## src/hw/ltmc_defines.vh

```
// Constants for the line test and maintenance control block.
// Assumes a 200 MHz system clock and four line ports.
`ifndef LTMC_DEFINES_VH
`define LTMC_DEFINES_VH

`define LTMC_LINES 4
`define LTMC_TALLY_W 16
`define LTMC_TALLY_MAX 16'hffff
`define LTMC_TALLY_ZERO 16'h0000

// Command codes on the command/indication channel
`define LTMC_CI_DR 4'h0
`define LTMC_CI_CLEAR 4'h1
`define LTMC_CI_PULSE 4'h5
`define LTMC_CI_THRU 4'h6
`define LTMC_CI_AR 4'h8
`define LTMC_CI_ALOOP 4'ha

// Channel select field and received channel tags
`define LTMC_ECS_STOP 2'h0
`define LTMC_ECS_B1 2'h1
`define LTMC_ECS_B2 2'h2
`define LTMC_ECS_ALL 2'h3
`define LTMC_CH_B1 2'h0
`define LTMC_CH_B2 2'h1
`define LTMC_CH_D 2'h2

// Timing
`define LTMC_CLK_PERIOD_PS 5000
`define LTMC_PULSE_SPACING_US 1000
`define LTMC_PULSE_CYC ((`LTMC_PULSE_SPACING_US * 1000000) / `LTMC_CLK_PERIOD_PS)

`endif

```

## src/hw/ltmc_err_tally.v

```verilog
// One saturating bit error tally for a single line port.
// Assumes clear and hit are synchronous single-cycle strobes.
`timescale 1ns/10ps
`include "ltmc_defines.vh"
module ltmc_err_tally (
  clk,
  rst,
  clear,
  hit,
  tally
);
  input wire clk;
  input wire rst;
  input wire clear;
  input wire hit;
  output wire [`LTMC_TALLY_W-1:0] tally;

  reg [`LTMC_TALLY_W-1:0] tally_r;

  assign tally = tally_r;

  always @(posedge clk) begin
    if (rst) begin
      tally_r <= `LTMC_TALLY_ZERO;
    end else if (clear) begin
      // A hit in the clearing cycle is kept, not lost
      tally_r <= {{(`LTMC_TALLY_W-1){1'b0}}, hit}; // RULE3
    end else if (hit && tally_r != `LTMC_TALLY_MAX) begin
      tally_r <= tally_r + 16'h0001; // RULE6 RULE20
    end
  end
endmodule // ltmc_err_tally

```

## config.mk

```make
export PLATFORM = sky130hd
export DESIGN_NAME = ltmc_err_tally
export DESIGN_NICKNAME = d
export VERILOG_FILES = /design/src/hw/ltmc_err_tally.v
export VERILOG_INCLUDE_DIRS = /design/src /design/src/hw
export SDC_FILE = /design/constraint.sdc
export NUM_CORES = 1
export LEC_CHECK = 0
export CAP_MARGIN = 10
export CELL_PAD_IN_SITES_DETAIL_PLACEMENT = 0
export CELL_PAD_IN_SITES_GLOBAL_PLACEMENT = 2
export CORE_ASPECT_RATIO = 0.8
export CORE_MARGIN = 1.5
export CORE_UTILIZATION = 31
export CTS_CLUSTER_DIAMETER = 120
export DETAILED_ROUTE_END_ITERATION = 6
export DONT_BUFFER_PORTS = 1
export PLACE_DENSITY_LB_ADDON = 0.3
export SLEW_MARGIN = 15
export SYNTH_ARGS = -nofsm -noshare
export SYNTH_HDL_FRONTEND = slang
export SYNTH_SLANG_ARGS = --single-unit
```

## constraint.sdc

```tcl
create_clock -name clk -period 1.55 [get_ports clk]
set_input_delay 0.155 -clock clk [delete_from_list [all_inputs] [get_ports clk]]
set_output_delay 0.155 -clock clk [all_outputs]
set_load 0.02 [all_outputs]
```

* Yosys cells after proc, flatten, opt, wreduce, memory -nomap -nowiden
Cells that the tools add are included.
** Storage, ports and cells
- Register bits :: 16
- Bits of input ports :: 4
- Output and inout bits :: 16
- Word-level logic and storage cells :: 9
** Operators by class
- Add/subtract/negate cells :: 1
- Eq/ne operators :: 1
- Mux-type cells :: 2
- Reduce and logical (&&, ||, !) cells :: 3
** Operators with widths (count)
- $add 16x1->16 const B :: 1
- $ne 16x16->1 const B :: 1
- $mux 1 :: 2
- $reduce_bool 2->1 :: 1
- $reduce_or 2->1 :: 1
- $logic_and 1x1->1 :: 1

* Depth between registers and ports, before layout
- Depth in word-level cells :: 4
- Mapped depth :: 7
- Depth with buffers taken out :: 6

* Worst setup path after synthesis
Ideal clock, no wire load.
- Path type :: register to register
- From :: register tally_r[1] (netlist: tally[1])
- To :: register tally_r[0] (netlist: tally[0])
- Setup time :: 0.125 ns
- Arrival :: 1.726 ns
- Data required time :: 1.425 ns
- Path slack :: -0.301 ns
- Stages on the path, launching flop included :: 8
- Path buffers :: 1
- Clock period less this slack :: 1.851 ns
- Path through :: dfxtp_1 -> ha_1 -> nand4_1 -> or2_0 -> buf_2 -> or2_2 -> a21oi_1 -> o32ai_1
** On the way
- Word-level cells in the longest chain between the ends :: 3
** Ends and longest elaborated chain
- from (decl) :: line ltmc_err_tally.v:18 : reg [`LTMC_TALLY_W-1:0] tally_r;
- from (signal assigned) :: line ltmc_err_tally.v:24 : tally_r <= `LTMC_TALLY_ZERO;
- from (signal assigned) :: line ltmc_err_tally.v:27 : tally_r <= {{(`LTMC_TALLY_W-1){1'b0}}, hit};
- from (signal assigned) :: line ltmc_err_tally.v:29 : tally_r <= tally_r + 16'h0001;
- $ne 16x16->1 (no line)
- $logic_and 1x1->1 (no line)
- $reduce_bool 2->1 (no line)
Every way passes these cells.
A chain may end at the register's enable or synchronous reset.

* Worst setup path after layout
- From :: register tally_r[0] (netlist: tally[0])
- To :: register tally_r[15] (netlist: tally[15])
** On the way
- Word-level cells in the longest chain between the ends :: 2
- Elaborated cells between the ends (all ways) :: 3
- Classes of those cells :: add/sub: 1; eq/ne: 1; reduce/logical: 1
** Ends and longest elaborated chain
- parallel branches: the longest is 2 deep, another holds $add 16x1->16
Several ways; the timed one is not identified.

==> results by stage <==
Outcome:
- The flow ran to the end, and the final reports show no timing, DRC or antenna violations.

Hold path:
- The path with the worst hold slack has its endpoint at tally[0]$_SDFFE_PP0P_.
- In this run the most critical hold path is launched from clear.
- Along the worst hold path, the cell count comes to 2.
- In this run the worst hold path is classified as in2reg.

Finish:
- The commonest non-fill, non-tap cell in the layout is sky130_fd_sc_hd__buf_4.
- The fraction of the core area covered by cells at the end of the flow is 0.4766.
- In the final layout, the share of cells above drive strength 1 is 0.4603.
- The net count of the finished layout is 132.
- In the layout the commonest cells are sky130_fd_sc_hd__buf_4, sky130_fd_sc_hd__nor2_1, sky130_fd_sc_hd__xor2_1.
- After filler insertion, the fill cell instance count of the layout stands at between 200 and 300.
- The area growth from synthesis to layout is 44.75%.
- The flip-flop count of the largest register, all copies and words added is 16.
- The number of antenna diodes in the final layout is 0.

Critical path:
- The worst setup path is captured at a register.
- The reg-to-reg critical path endpoint is tally[15]$_SDFFE_PP0P_.
- The critical setup path kind is reg2reg.
- Measured in cells, the most critical reg-to-reg path has a length of 6.
- The worst endpoint required time is around 1.8 ns.
- Data on the critical path arrives at its endpoint at ~1.8 ns.
- The maximum fanout along the worst path is 3.
- Across all register-to-register paths, the minimum setup slack is 0.02 ns.
- The worst setup path is launched from a register.
- The worst register-to-register path begins at tally[0]$_SDFFE_PP0P_.

Yosys:
- The mean cell area of the mapped netlist is a little under 9 µm².
- Of the synthesized area, sequential elements account for 0.3951.
- The mapped netlist covers 810.8 µm².
- The synthesis-stage register bit count is 16.
- The count of cell types in the netlist is 27.
- The total of warnings raised by yosys is 0.
- Synthesis produced a netlist with a net count of between 90 and 100.
- Synthesis produced a netlist whose cell count is 93.

Power:
- IR analysis of the VDD net gives a maximum drop of 0.0004345 V.
- The leakage dissipation is 0.4675 nW.
- For this design the ratio of total power to cell area is ~630 nW/µm².

Floorplan:
- The number of top-level pins is 20.
- The cell row count is 16.
- The die covers 2933 µm².
- From left edge to right edge, the die measures 60.18 µm.
- The initial utilization of the core area, before any placement, comes to 0.3293.
- Measured along the y axis, the die boundary spans 48.74 µm.
- The core region is ~2500 µm².

STA:
- The worst clock skew on the final layout is roughly 0.009 ns.
- The final hold violation count came to 0.
- Headroom to the max-slew limit came out at 0.8582.
- The post-route minimum period is about 1.5 ns.
- Setup violations remaining at the end of the flow were counted as 0.
- The highest clock rate is roughly 650 MHz.
- The max-slew violation count was 0.
- Final hold analysis gives a worst-case slack of 0.009809 ns.
- At the pin with the least slew margin, the transition time is around 0.21 ns.
- Setup repair after global routing could not meet its margin everywhere.
- Of the available clock period, the critical path in the final layout requires 0.9899.

Global routing:
- For met2 alone, demand over resource in global routing was 0.2101.
- The via count of the first global-routing pass is between 700 and 800.
- For this run, global-route usage on met1 was measured as 0.2488.
- In the global route stage, overall resource usage came out at 0.1598.
- In the global route stage, met3 resource usage came out at 0.06150.
- The first-pass GRT wire length is roughly 3.6 mm.
- The initial antenna violation count is 0.
- The total overflow left after global routing is 0.
- The busiest layer in global routing is met1.
- The largest net degree at the start of global routing is 14.

Drt:
- The detailed-route DRC error count is 0.
- The number of iterations in the first detailed-routing pass is 5.
- The routed layout has between 800 and 900 vias.
- After detailed routing, the average wire length per cell comes to between 10 and 15 µm.
- The routed wire length is 2.171 mm.
- The post-detailed-route via-to-cell ratio is 4.951.
- The remaining number of nets flagged by the antenna check after routing is 0.
- For this block, the initial DRC count from the detailed router was 18.

Placed design:
- The final weighted congestion in routability-driven placement is around 0.75.
- During placement, the flow inserted port buffers numbering 0.
- The HPWL reported at the end of detailed placement is between 1.5 and 2 mm.

CTS:
- CTS saw 16 sinks.
- The clock latency of the later-clocked register in the worst-skew pair is between 0.2 and 0.3 ns.
- CTS placed an instance of sky130_fd_sc_hd__clkbuf_4 at the clock tree root.
- The number of clock buffers inserted by TritonCTS is 3.
- TritonCTS built the clock tree.
- The clock transition at the registers of the reported paths is roughly 0.10 ns.
- CTS built an H-tree with a depth of 1.
- The clock passes through at most 2 buffers.

Job:
- The max-cap violation count is 0.
logic make-up (layout without fill, tap and decap cells):
| logic type | Yosys count | count (layout) | share of synthesized area |
|---|---|---|---|
| xor gates and xnor gates | 11 | 11 | 0.1188 |
| AOI/OAI and AO/OA | 17 | 17 | 0.1358 |
| and+or+nand+nor | 42 | 42 | 0.2963 |
| DFF | 16 | 16 | 0.3951 |
| buffers and inverters | 6 | 39 | 0.03857 |
| adders and majority gates | 1 | 1 | 0.01543 |
stage by stage:
| stage | setup slack, ns | TNS, ns | cell area, µm² | power [mW] | cells |
|---|---|---|---|---|---|
| 2_1_floorplan | -0.01720 | -0.01720 | 849.6 | 0.4455 | 93 |
| 3_3_place_gp | -0.03234 | -0.03234 | 1092 | 0.4612 | 155 |
| 3_5_place_dp | -0.07603 | -0.1092 | 1092 | 0.4617 | 155 |
| 4_1_cts | -0.001913 | -0.001913 | 1147 | 0.7509 | 160 |
| 5_1_grt | -0.03975 | -0.1079 | 1174 | 0.7874 | 162 |
| 6_report | 0.01571 | 0 | 1174 | 0.7408 | 162 |
report_power, final:
group	internal (mW)	leakage (nW)	switching [mW]	total, mW
combinational	0.0220	0.311	0.0211	0.0431
clock	0.143	0.0210	0.139	0.282
sequential	0.412	0.135	0.00320	0.415
total	0.577	0.467	0.164	0.741
worst max-delay path by stage:
stage / slack [ns] / depth (start not counted) / endpoint / start
after floorplan: -0.02 / 7 / tally[0]$_SDFFE_PP0P_ / tally[1]$_SDFFE_PP0P_
after global placement: -0.03 / 6 / tally[15]$_SDFFE_PP0P_ / tally[0]$_SDFFE_PP0P_
after detailed placement: -0.08 / 6 / tally[15]$_SDFFE_PP0P_ / tally[1]$_SDFFE_PP0P_
after CTS: -0.002 / 6 / tally[15]$_SDFFE_PP0P_ / tally[1]$_SDFFE_PP0P_
after global routing: -0.04 / 6 / tally[15]$_SDFFE_PP0P_ / tally[1]$_SDFFE_PP0P_
final: 0.02 / 6 / tally[15]$_SDFFE_PP0P_ / tally[0]$_SDFFE_PP0P_
layout make-up:
| class | instances | area [µm²] | share of cell area |
|---|---|---|---|
| clock buffer | 4 | 36.28 | 0.03092 |
| inverter | 3 | 11.26 | 0.009595 |
| multi-input combinational | 71 | 493.0 | 0.4200 |
| sequential | 16 | 339.1 | 0.2889 |
| tap | 36 | 45.04 | 0.03838 |
| timing repair buffer | 32 | 249.0 | 0.2122 |
critical path, stage by stage (launching register included):
cell and delay [ns]:
sky130_fd_sc_hd__dfxtp_4 0.37, sky130_fd_sc_hd__buf_4 0.11, sky130_fd_sc_hd__and4_4 0.21, sky130_fd_sc_hd__and4_4 0.21, sky130_fd_sc_hd__o21ai_2 0.06, sky130_fd_sc_hd__or4_1 0.46
sky130_fd_sc_hd__nand2_1 0.06
what timing repair did:
action,4_1_cts,5_1_grt
hold endpoints to repair,1,1
setup endpoints to repair,7,8
buffers inserted,0,1
hold buffers,1,1
pin swaps,1,8
resized for setup,4,3
metal layers:
metal  routed length (µm)  share of wire  vias to the layer above
met5                    0              0                        -
met4                   15         0.0069                        0
met2                  884           0.41                       15
met3                  104          0.048                        2
li1                     -              -                      405
met1                 1166           0.54                      380
cells in the mapped netlist:
| master | instances | area share |
|---|---|---|
| sky130_fd_sc_hd__xor2_1 | 11 | 0.12 |
| sky130_fd_sc_hd__and4_1 | 2 | 0.022 |
| sky130_fd_sc_hd__buf_6 | 1 | 0.014 |
| sky130_fd_sc_hd__o21ai_0 | 6 | 0.037 |
| sky130_fd_sc_hd__nand3_4 | 1 | 0.022 |
| sky130_fd_sc_hd__and4_4 | 2 | 0.028 |
| sky130_fd_sc_hd__nand3_1 | 6 | 0.037 |
| sky130_fd_sc_hd__buf_2 | 1 | 0.0062 |
| sky130_fd_sc_hd__nand2_1 | 3 | 0.014 |
| sky130_fd_sc_hd__ha_1 | 1 | 0.015 |
| sky130_fd_sc_hd__a31oi_1 | 2 | 0.015 |
| sky130_fd_sc_hd__inv_1 | 3 | 0.014 |
| sky130_fd_sc_hd__a21oi_1 | 2 | 0.012 |
| sky130_fd_sc_hd__o2111ai_1 | 2 | 0.022 |
| sky130_fd_sc_hd__or2b_1 | 1 | 0.0093 |
| sky130_fd_sc_hd__dfxtp_1 | 16 | 0.40 |
| sky130_fd_sc_hd__and3_2 | 1 | 0.0093 |
| sky130_fd_sc_hd__or2_0 | 1 | 0.0077 |
| sky130_fd_sc_hd__and3_1 | 3 | 0.023 |
| sky130_fd_sc_hd__o211ai_1 | 3 | 0.028 |
| sky130_fd_sc_hd__nor2_1 | 15 | 0.069 |
| sky130_fd_sc_hd__o32ai_1 | 1 | 0.011 |
| sky130_fd_sc_hd__or2_2 | 2 | 0.015 |
| sky130_fd_sc_hd__clkbuf_1 | 1 | 0.0046 |
| sky130_fd_sc_hd__or4_1 | 1 | 0.0093 |
| sky130_fd_sc_hd__o21ai_2 | 1 | 0.011 |
| sky130_fd_sc_hd__nand4_1 | 4 | 0.031 |
Power figures use the tool's default switching activity.
